## src/logic/dcm_pkg.sv

```systemverilog
// Purpose: Shared constants and carriers for the debug comms channel and monitor control
// Assumes: 32-bit APB, word-aligned registers
// Notes:   Scan frame is 3 header bits then 32 data bits, LSB first
package dcm_pkg;
  // APB byte offsets
  localparam logic [4:0] OFS_STATUS = 5'h00;
  localparam logic [4:0] OFS_DATA   = 5'h04;
  localparam logic [4:0] OFS_CTRL   = 5'h08;
  localparam logic [4:0] OFS_ABORT  = 5'h0c;
  localparam logic [4:0] OFS_BPADDR = 5'h10;
  localparam logic [4:0] OFS_WPADDR = 5'h14;
  localparam logic [4:0] OFS_MATCH  = 5'h18;
  // Status fields
  localparam int unsigned ST_RFULL = 0;
  localparam int unsigned ST_WFULL = 1;
  localparam int unsigned ST_VER   = 28;
  // Debug control fields
  localparam int unsigned CTL_IREQ = 1;
  localparam int unsigned CTL_STEP = 2;
  localparam int unsigned CTL_MON  = 4;
  localparam int unsigned CTL_WDIS = 5;
  localparam logic [31:0] CTL_MASK = 32'h0000_0036;
  localparam logic [31:0] CTL_RST  = 32'h0000_0000;
  // Abort status fields
  localparam int unsigned AB_PABT = 0;
  localparam int unsigned AB_DABT = 1;
  // Scan frame
  localparam logic [1:0] SC_STATUS = 2'h0;
  localparam logic [1:0] SC_OUT    = 2'h1;
  localparam logic [1:0] SC_IN     = 2'h2;
  localparam logic [5:0] HDR_LAST  = 6'h02;
  localparam logic [5:0] DATA_LAST = 6'h22;
  localparam logic [5:0] CNT_DONE  = 6'h23;

  typedef struct packed {
    logic [18:0] rsvd;
    logic        wp_ext_val;
    logic        wp_ext_care;
    logic        wp_rw_val;
    logic        wp_rw_care;
    logic        wp_priv_val;
    logic        wp_priv_care;
    logic        wp_en;
    logic [1:0]  bp_size;
    logic        bp_size_care;
    logic        bp_priv_val;
    logic        bp_priv_care;
    logic        bp_en;
  } dcm_match_t;

  typedef struct packed {
    logic        valid;
    logic        priv;
    logic [1:0]  size;
    logic [31:0] addr;
  } dcm_fetch_t;

  typedef struct packed {
    logic        valid;
    logic        write;
    logic        priv;
    logic [31:0] addr;
  } dcm_dacc_t;

  typedef struct packed {
    logic        pready;
    logic        pslverr;
    logic [31:0] prdata;
    logic        r;
    logic        w;
    logic [31:0] din;
    logic [31:0] dout;
    logic [31:0] ctrl;
    logic [1:0]  abt;
    logic [31:0] bp_addr;
    logic [31:0] wp_addr;
    dcm_match_t  mctl;
    logic        tck_s1;
    logic        tck_s2;
    logic        tck_p;
    logic        tdi_s1;
    logic        tdi_s2;
    logic        sel_s1;
    logic        sel_s2;
    logic [5:0]  cnt;
    logic [2:0]  hdr;
    logic [31:0] sh;
    logic        tdo;
    logic        pabt;
    logic        dabt;
    logic        dbg_entry;
    logic        step_en;
  } dcm_state_t;
endpackage : dcm_pkg

```

## src/logic/dcm_top.sv

```systemverilog
// Purpose: Debug comms channel between core (APB) and debugger (scan), plus monitor-mode control
// Assumes: tck, tdi, scan_sel come from outside and are oversampled by clk (tck much slower)
// Notes:   APB answers with one wait state; scan frame aborts when scan_sel drops
// Operation
// (RULE_01) Core reads outbound-full before writing the outbound data register.
// (RULE_02) Core polls status while outbound-full is set, no new outbound write.
// (RULE_03) Core write of outbound data sets outbound-full.
// (RULE_04) Debugger status poll over scan returns inbound-full and outbound-full.
// (RULE_05) Debugger scan read of outbound data clears outbound-full.
// (RULE_06) Debugger polls inbound-full and writes inbound data only when clear.
// (RULE_07) Debugger scan write of inbound data sets inbound-full.
// (RULE_08) Core reads inbound data only after seeing inbound-full set.
// (RULE_09) Core read of inbound data clears inbound-full.
// (RULE_10) Control bit 4 selects monitor-mode debugging instead of halting.
// (RULE_11) Monitor mode: breakpoint gives prefetch abort, watchpoint gives data abort.
// (RULE_12) Monitor mode comparisons ignore data values, no range or chaining.
// (RULE_13) Match terms: address, watch conditioner, privilege, read/write, access size.
// (RULE_14) Monitor mode disables single-step and ignores external breakpoints.
// (RULE_15) Vector catch must not target prefetch or data abort in monitor mode.
// (RULE_16) Debug requests must not be raised while monitor mode is on.
// (RULE_17) Monitor-mode aborts are recorded in the abort status register.
// (RULE_18) Monitor mode never halts the core; watch registers change live.
// (RULE_19) Software sets bit 5 to disable watch unit while reprogramming.
// (RULE_20) Status bit 0 is inbound-full.
// (RULE_21) Status bit 1 is outbound-full.
// (RULE_22) Status top nibble is a fixed version code, middle bits zero.
// (RULE_23) Both full flags are zero after reset.
//
// Design decisions made here: the APB slave port and the register offsets.
`timescale 1ns/1ps
module dcm_top #(
  parameter logic [3:0] VERSION = 4'h3  // Arbitrary value
) (
  // Clock and reset
  input  wire logic               clk,
  input  wire logic               arst_n,
  // APB slave
  input  wire logic               psel,
  input  wire logic               penable,
  input  wire logic               pwrite,
  input  wire logic [4:0]         paddr,
  input  wire logic [31:0]        pwdata,
  output logic                    pready,
  output logic                    pslverr,
  output logic [31:0]             prdata,
  // Debugger scan pins
  input  wire logic               tck,
  input  wire logic               tdi,
  input  wire logic               scan_sel,
  output logic                    tdo,
  // Core watch inputs
  input  wire dcm_pkg::dcm_fetch_t fetch,
  input  wire dcm_pkg::dcm_dacc_t  dacc,
  input  wire logic               external_watch_conditioner,
  input  wire logic               ext_breakpoint,
  input  wire logic               external_debug_request,
  // Core debug outputs
  output logic                    prefetch_abort,
  output logic                    data_abort,
  output logic                    debug_entry,
  output logic                    step_enable
);
  if (VERSION == 4'h0) begin : g_chk
    $error("VERSION must be nonzero");
  end

  dcm_pkg::dcm_state_t s, n;
  logic        apb_done;
  logic        rd_data;
  logic        tck_rise;
  logic        tck_fall;
  logic [2:0]  hdr_full;
  logic [31:0] scan_word;
  logic        sc_commit;
  logic        sc_wr_in;
  logic        sc_rd_out;
  logic        mon;
  logic        bp_hit;
  logic        wp_hit;
  logic [31:0] status;

  assign apb_done  = psel & penable & s.pready;
  assign rd_data   = apb_done & ~pwrite & (paddr == dcm_pkg::OFS_DATA);
  assign tck_rise  = s.tck_s2 & ~s.tck_p;
  assign tck_fall  = s.tck_p & ~s.tck_s2;
  assign hdr_full  = {s.tdi_s2, s.hdr[2:1]};
  assign scan_word = {s.tdi_s2, s.sh[31:1]};
  assign sc_commit = tck_rise & s.sel_s2 & (s.cnt == dcm_pkg::DATA_LAST);
  assign sc_wr_in  = sc_commit & s.hdr[0] & (s.hdr[2:1] == dcm_pkg::SC_IN);
  assign sc_rd_out = sc_commit & ~s.hdr[0] & (s.hdr[2:1] == dcm_pkg::SC_OUT);
  // (RULE_10) monitor select
  assign mon       = s.ctrl[dcm_pkg::CTL_MON];
  // (RULE_20) (RULE_21) (RULE_22) status layout
  assign status    = {VERSION, 26'h0, s.w, s.r};

  // (RULE_12) (RULE_13) exact address, no data terms
  assign bp_hit = fetch.valid & s.mctl.bp_en & ~s.ctrl[dcm_pkg::CTL_WDIS]
                & (fetch.addr == s.bp_addr)
                & (~s.mctl.bp_priv_care | (fetch.priv == s.mctl.bp_priv_val))
                & (~s.mctl.bp_size_care | (fetch.size == s.mctl.bp_size));
  assign wp_hit = dacc.valid & s.mctl.wp_en & ~s.ctrl[dcm_pkg::CTL_WDIS]
                & (dacc.addr == s.wp_addr)
                & (~s.mctl.wp_priv_care | (dacc.priv == s.mctl.wp_priv_val))
                & (~s.mctl.wp_rw_care | (dacc.write == s.mctl.wp_rw_val))
                & (~s.mctl.wp_ext_care | (external_watch_conditioner == s.mctl.wp_ext_val));

  always_comb begin
    n = s;
    // APB: one wait state, read data captured with pready
    n.pready  = psel & penable & ~s.pready;
    n.pslverr = 1'b0;
    if (psel & penable & ~s.pready) begin
      unique case (paddr)
        dcm_pkg::OFS_STATUS: n.prdata = status;
        dcm_pkg::OFS_DATA:   n.prdata = s.din;
        dcm_pkg::OFS_CTRL:   n.prdata = s.ctrl;
        dcm_pkg::OFS_ABORT:  n.prdata = {30'h0, s.abt};
        dcm_pkg::OFS_BPADDR: n.prdata = s.bp_addr;
        dcm_pkg::OFS_WPADDR: n.prdata = s.wp_addr;
        dcm_pkg::OFS_MATCH:  n.prdata = s.mctl;
        default: begin
          n.prdata  = 32'h0;
          n.pslverr = 1'b1;
        end
      endcase
    end
    // Clears first, hardware sets below win in the same cycle
    // (RULE_09) core read empties inbound
    if (rd_data) begin
      n.r = 1'b0;
    end
    if (apb_done & pwrite) begin
      unique case (paddr)
        dcm_pkg::OFS_DATA: begin
          // (RULE_03) outbound word loaded
          n.dout = pwdata;
          n.w    = 1'b1;
        end
        dcm_pkg::OFS_CTRL:   n.ctrl = pwdata & dcm_pkg::CTL_MASK;
        dcm_pkg::OFS_ABORT:  n.abt  = s.abt & ~pwdata[1:0];
        dcm_pkg::OFS_BPADDR: n.bp_addr = pwdata;
        dcm_pkg::OFS_WPADDR: n.wp_addr = pwdata;
        dcm_pkg::OFS_MATCH:  n.mctl = {19'h0, pwdata[12:0]};
        default: ;
      endcase
    end
    // Scan pins: second flop is the only reader of the first
    n.tck_s1 = tck;
    n.tck_s2 = s.tck_s1;
    n.tck_p  = s.tck_s2;
    n.tdi_s1 = tdi;
    n.tdi_s2 = s.tdi_s1;
    n.sel_s1 = scan_sel;
    n.sel_s2 = s.sel_s1;
    if (~s.sel_s2) begin
      n.cnt = 6'h0;
    end else if (tck_rise && s.cnt != dcm_pkg::CNT_DONE) begin
      n.cnt = s.cnt + 6'h1;
      if (s.cnt <= dcm_pkg::HDR_LAST) begin
        n.hdr = hdr_full;
      end else begin
        n.sh = scan_word;
      end
      if (s.cnt == dcm_pkg::HDR_LAST) begin
        // (RULE_04) status frame carries both flags
        unique case (hdr_full[2:1])
          dcm_pkg::SC_STATUS: n.sh = status;
          dcm_pkg::SC_OUT:    n.sh = s.dout;
          default:            n.sh = 32'h0;
        endcase
      end
    end
    if (s.sel_s2 & tck_fall) begin
      n.tdo = s.sh[0];
    end
    // (RULE_05) full word shifted out
    if (sc_rd_out & ~(apb_done & pwrite & (paddr == dcm_pkg::OFS_DATA))) begin
      n.w = 1'b0;
    end
    // (RULE_07) debugger deposit
    if (sc_wr_in) begin
      n.din = scan_word;
      n.r   = 1'b1;
    end
    // (RULE_11) (RULE_18) monitor aborts instead of halting
    n.pabt      = mon & bp_hit;
    n.dabt      = mon & wp_hit;
    // (RULE_14) external sources only honoured when halting
    n.dbg_entry = ~mon & (bp_hit | wp_hit | ext_breakpoint | external_debug_request
                          | s.ctrl[dcm_pkg::CTL_IREQ]);
    n.step_en   = ~mon & s.ctrl[dcm_pkg::CTL_STEP];
    // (RULE_17) sticky record, set wins over clear
    if (mon & bp_hit) begin
      n.abt[dcm_pkg::AB_PABT] = 1'b1;
    end
    if (mon & wp_hit) begin
      n.abt[dcm_pkg::AB_DABT] = 1'b1;
    end
  end

  always_ff @(posedge clk or negedge arst_n) begin
    if (!arst_n) begin
      // (RULE_23) flags start clear
      s      <= '0;
      s.ctrl <= dcm_pkg::CTL_RST;
    end else begin
      s <= n;
    end
  end

  assign pready         = s.pready;
  assign pslverr        = s.pslverr;
  assign prdata         = s.prdata;
  assign tdo            = s.tdo;
  assign prefetch_abort = s.pabt;
  assign data_abort     = s.dabt;
  assign debug_entry    = s.dbg_entry;
  assign step_enable    = s.step_en;
endmodule : dcm_top

```

## config.mk

```make
export PLATFORM = sky130hd
export DESIGN_NAME = dcm_top
export DESIGN_NICKNAME = d
export VERILOG_FILES = /design/src/logic/dcm_pkg.sv /design/src/logic/dcm_top.sv
export SDC_FILE = /design/constraint.sdc
export NUM_CORES = 1
export LEC_CHECK = 0
export ABC_AREA = 0
export BUFFER_PORTS_ARGS = -buffer_cell sky130_fd_sc_hd__buf_4
export CAP_MARGIN = 20
export CORE_ASPECT_RATIO = 0.75
export CORE_MARGIN = 2
export CORE_UTILIZATION = 55
export DETAILED_ROUTE_END_ITERATION = 6
export PLACE_DENSITY = 0.77
export RECOVER_POWER = 100
export SYNTH_ARGS = -nofsm -noshare
export SYNTH_HDL_FRONTEND = slang
export SYNTH_SLANG_ARGS = --single-unit
```

## constraint.sdc

```tcl
create_clock -name clk -period 3.15 [get_ports clk]
set_clock_uncertainty 0.2 [all_clocks]
set_input_delay 0.315 -clock clk [delete_from_list [all_inputs] [get_ports clk]]
set_output_delay 0.315 -clock clk [all_outputs]
set_load 0.005 [all_outputs]
```

**After elaboration in Yosys (flattened, before gate mapping)**

Index checks and enable logic that the tools add are counted.
W data, S select, Z words.

- Order comparisons: 1
- Equality and inequality tests: 21
- Reductions and logical operators: 21
- Bitwise gates (word level): 56
- Mux-type cells: 21
- Add/subtract/negate cells: 1

Operators by type and width:

| kind | count |
|---|---|
| $pmux W32 S7 | 1 |
| $mux W32 | 4 |
| $mux W98 | 1 |
| $eq A32 B32 Y1 | 2 |
| $pmux W32 S2 | 1 |
| $mux W41 | 1 |
| $mux W33 | 1 |
| $and A1 B1 Y1 | 32 |
| $reduce_and A2 Y1 | 8 |
| $eq A5 B5 Y1 const B | 3 |
| $reduce_bool A2 Y1 | 7 |
| $mux W13 | 1 |
| $not A1 Y1 | 13 |
| $eq A5 B4 Y1 const B | 2 |
| $or A1 B1 Y1 | 9 |
| $mux W1 | 8 |
| $reduce_or A7 Y1 | 1 |
| $add A6 B1 Y6 const B | 1 |
| $eq A6 B2 Y1 const B | 1 |
| $eq A6 B6 Y1 const B | 1 |
| $le A6 B2 Y1 const B | 1 |
| $mux W6 | 1 |
| $ne A6 B6 Y1 const B | 1 |
| $reduce_and A3 Y1 | 2 |
| 13 further kinds | 18 |

- Output and inout port bits: 39
- Logic and storage cells: 160
- Bits of input ports: 119
- Flip-flop bits (word level): 236

**Longest topological paths before layout**

- Word-level depth: 11
- Mapped depth: 7
- Gate-level depth less buffers: 6

**Least setup slack after synthesis**

OpenSTA, ideal clock, no wires.

- Path kind: register -> register
- Start: register s[42] in the netlist's numbering
- End: register s[217] in the netlist's numbering
- Data arrival time: 1.843 ns
- Setup time: 0.125 ns
- Cell stages (with the launch flop): 7
- Slack: 0.982 ns
- Data required time: 2.825 ns
- Buffers on the path: 1
- Clock period less this slack: 2.168 ns
- Path through: dfrtp_1 -> nor3_2 -> nand3_1 -> or2_1 -> nor3_4 -> buf_6 -> mux2_2

- Cells in the longest elaborated chain, start to end: 4

RTL lines:

| what | RTL line | source |
|---|---|---|
| from (decl) | dcm_top.sv:67 | `dcm_pkg::dcm_state_t s, n;` |
| from (signal assigned) | dcm_top.sv:207 | `s <= n;` |
| $eq A6 B6 Y1 | dcm_top.sv:88 | `assign sc_commit = tck_rise & s.sel_s2 & (s.cnt == dcm_pkg::DATA_LAST);` |
| $and A1 B1 Y1 | dcm_top.sv:88 |  |
| $and A1 B1 Y1 (2 in series) | dcm_top.sv:89 | `assign sc_wr_in = sc_commit & s.hdr[0] & (s.hdr[2:1] == dcm_pkg::SC_IN);` |

Every way passes these cells.
A chain may end at the register's enable or synchronous reset.

**Final worst setup path**

- Start: input port paddr[0]
- End: register s[114] in the netlist's numbering

- Cells in the longest elaborated chain, start to end: 2

RTL lines:

| what | RTL line | source |
|---|---|---|
| from (decl) | dcm_top.sv:41 | `input wire logic [4:0] paddr,` |
| $eq A5 B5 Y1 | dcm_top.sv:133 | `unique case (paddr)` |
| $reduce_and A2 Y1 (no source line) | n/a |  |

Every way passes these cells.

==> summary.md <==
| Metric | Value |
|---|---|
| Warnings, synthesis | 0 |
| Pre-Repair DR Iteration Count | 6 |
| Outcome | completed |
| Setup TNS | 0 ns |
| Setup CP Type | in2reg |
| Clock Latency Late Sink | 0.51 ns |
| Final period utilization | 87.1% |
| Required @ worst endpoint | 3.35 ns |
| Share of layout cells above drive strength 1 | 33.7% |
| Worst slack at placement | 0.618 ns |
| Die Y | 126 um |
| Post_cts resized | 0 |
| Post-synthesis xor/xnor area fraction | 5.92% |
| CTS tree | done |
| Minimum period implied by the final worst setup slack | 2.74 ns |
| Final setup viols | 0 |
| Final hold viol count | 0 |
| Class of the tightest hold or removal check | in2reg |
| Syn_area_per_cell | 11.9 sq um |
| Final Worst Setup Slack | 0.407 ns |
| Netlist Area Pre-Place | 0.0110 sq mm |
| Diodes inserted | 0 |
| Multiplexer share of the synthesized area | 17.6% |
| Die width | 167 um |
| Clk sinks | 236 |
| Post-Route WL | 29.6 mm |
| Maximum vdd drop | 0.463 mV |
| Dpl hpwl | 20.2 mm |
| Final Slew Violations | 0 |
| Placer Congestion | 0.885 |
| Post-CTS Setup Inserts | 0 |
| Vias in the first global route | 8164 |
| Site Rows | 44 |
| Netlist cell types | 52 |
| Cts bufs inserted | 24 |
| CTS hold repair buffers | 43 |
| Residual DRC | 0 |
| Cells after synthesis | 921 |
| Ys async rst share | 100% |
| DR iter-0 viols | 674 |
| Max Clk Rate | 365 MHz |
| Reg clk slew, reported paths | 0.06 ns |
| Post-synthesis compound-gate area fraction | 8.21% |
| Syn Nets | 1042 |
| Worst-case clock buffer depth | 3 |
| Synthesized flop and latch total | 236 |
| Area grow syn2layout | 21.5% |
| Clock Tree Root | clkbuf_16 |
| Max cap viols | 0 |
| Detail Route Antenna Nets | 0 |
| H-tree depth | 1 |
| Largest net degree at the start of global routing | 102 |
| Worst setup SP type | input port |
| Post-layout net count | 1212 |
| CP Data Arrival Time | 2.94 ns |
| Worst Tran Pin Value | 1.39 ns |
| Routed vias | 8131 |
| Die Area | 0.0211 sq mm |
| Adder-Cell Fraction of Synth Area | 0.228% |
| RSZ-0062 raised after global routing | no |
| Port Buf Inserts | 157 |
| Area of the core | 0.0194 sq mm |
| Max FO, Critical Path | 22 |
| Post-synth EDFFs | 0 |
| Largest family of logic cells by synthesized area | multiplexers |
| Simple-gate area share of the yosys netlist | 9.62% |
| DR WL/cell | 21.8 um |
| Initial Utilization | 56.4% |
| Vias/cell | 5.98 |
| First-pass GRT wire length | 46.5 mm |
| Commonest non-fill, non-tap cell in the layout | dfrtp_1 |
| Initial antenna violation count | 0 |
| Total GRT Usage | 28.3% |
| Primary FF master, synth | dfrtp_1 |
| Top-level port count | 158 |
| Total grt overflow | 0 |
| Worst slew margin | 7.41% |
| Crit end category | flip-flop |
| Pwr/cell area | 531 mW/mm^2 |
| Post-synthesis sequential area ratio | 53.9% |
| Commonest cells after routing, fill and taps aside | dfrtp_1, mux2_2, buf_4 |
| Layout Utilization | 68.5% |
| P_leak | 6.40 nW |
==> worst paths after layout <==
| check | start | to | slack [ns] | depth (start not counted) |
|---|---|---|---|---|
| worst max-delay path | paddr[0] | s[114]$_DFFE_PN0P_ | 0.41 | 8 |
| worst min-delay path | psel | s[248]$_DFFE_PN0P_ | 0.05 | 4 |
| worst max register to register | s[42]$_DFFE_PN0P_ | s[221]$_DFFE_PN0P_ | 0.56 | 6 |
| worst min register to register | n[46]$_DFF_PN0_ | s[46]$_DFF_PN0_ | 0.15 | 0 |
| max in group asynchronous | arst_n | s[138]$_DFFE_PN0P_ | 0.65 | 3 |
| min in group asynchronous | arst_n | prdata[11]$_DFFE_PN0P_ | 0.49 | 2 |
==> cell usage after synthesis, types with 2 or more instances <==
master | n | area share, %
and2_0 | 2 | 0.11
nand2b_1 | 2 | 0.11
buf_6 | 3 | 0.31
nor3_2 | 2 | 0.18
a21o_1 | 2 | 0.14
clkbuf_1 | 29 | 0.99
ha_1 | 2 | 0.23
or2_1 | 2 | 0.11
nor3_1 | 8 | 0.37
xnor2_1 | 36 | 2.9
buf_4 | 35 | 2.4
xor2_1 | 38 | 3.0
nand2_1 | 81 | 2.8
buf_1 | 3 | 0.10
a31oi_1 | 30 | 1.7
mux2_1 | 2 | 0.21
a21oi_1 | 9 | 0.41
mux2i_1 | 5 | 0.46
a222oi_1 | 12 | 1.1
nor2_1 | 38 | 1.3
a22oi_1 | 17 | 1.2
a22o_1 | 12 | 0.96
and2_1 | 5 | 0.29
nor2b_1 | 9 | 0.51
o21ai_0 | 45 | 2.1
nand3b_1 | 2 | 0.14
nand4_1 | 12 | 0.69
buf_2 | 11 | 0.50
nor4_1 | 10 | 0.57
inv_1 | 5 | 0.17
nand3_1 | 34 | 1.6
dfrtp_1 | 236 | 54
mux2_2 | 163 | 17
==> final cells by class <==
cell class | count | area (sq um)
Clock buffer | 39 | 698
Clock inverter | 3 | 40.0
Fill cell | 1458 | 6120
Inverter | 6 | 22.5
Multi-Input combinational cell | 598 | 4560
Sequential cell | 236 | 5910
Tap cell | 253 | 317
Timing Repair Buffer | 225 | 1780
==> through the flow <==
step	cell area, sq um	power, mW	instances	hold WS [ns]
final	13300	7.07	1360	0.0489
after global routing	13300	7.33	1360	0.0562
after CTS	13400	7.11	1360	0.0623
after detailed placement	12200	4.35	1275	0.139
after global placement	12200	4.31	1275	0.134
after floorplan	11000	3.92	921	-0.181
==> flip-flops by register name, indices dropped and copies added (netlist names) <==
name	cells
s	189
prdata	32
n	4
hdr_full	3
data_abort	1
debug_entry	1
mon	1
pready	1
prefetch_abort	1
pslverr	1
step_enable	1
tdo	1
==> report_power, final <==
| part | internal, mW | switching [mW] |
|---|---|---|
| clock | 1.59 | 1.14 |
| combinational | 0.398 | 0.448 |
| sequential | 3.28 | 0.225 |
==> logic make-up (layout without fill, tap and decap cells) <==
family,Yosys count,in the layout
buffers and inverters,87,273
muxes,171,171
and+or+nand+nor,216,216
xor gates and xnor gates,74,74
adders and majority gates,2,2
DFF,236,236
AOI/OAI and AO/OA,135,135
==> critical path, stage by stage <==
cell           delay [ns]
dlygate4sd3_1        0.53
clkbuf_1             0.15
nor3_2               0.35
and3_1               0.22
buf_4                0.18
nand2_1              0.43
buf_4                0.43
mux2_2               0.31
==> metal layers <==
| metal | GRT usage (%) | vias up | wire, um |
|---|---|---|---|
| li1 | - | 3593 | - |
| met1 | 41.2 | 4134 | 12600 |
| met2 | 45.6 | 347 | 14200 |
| met3 | 3.90 | 57 | 2030 |
| met4 | 7.20 | 0 | 745 |
| met5 | 0 | - | 0 |
(Power assumes the default switching activity.)
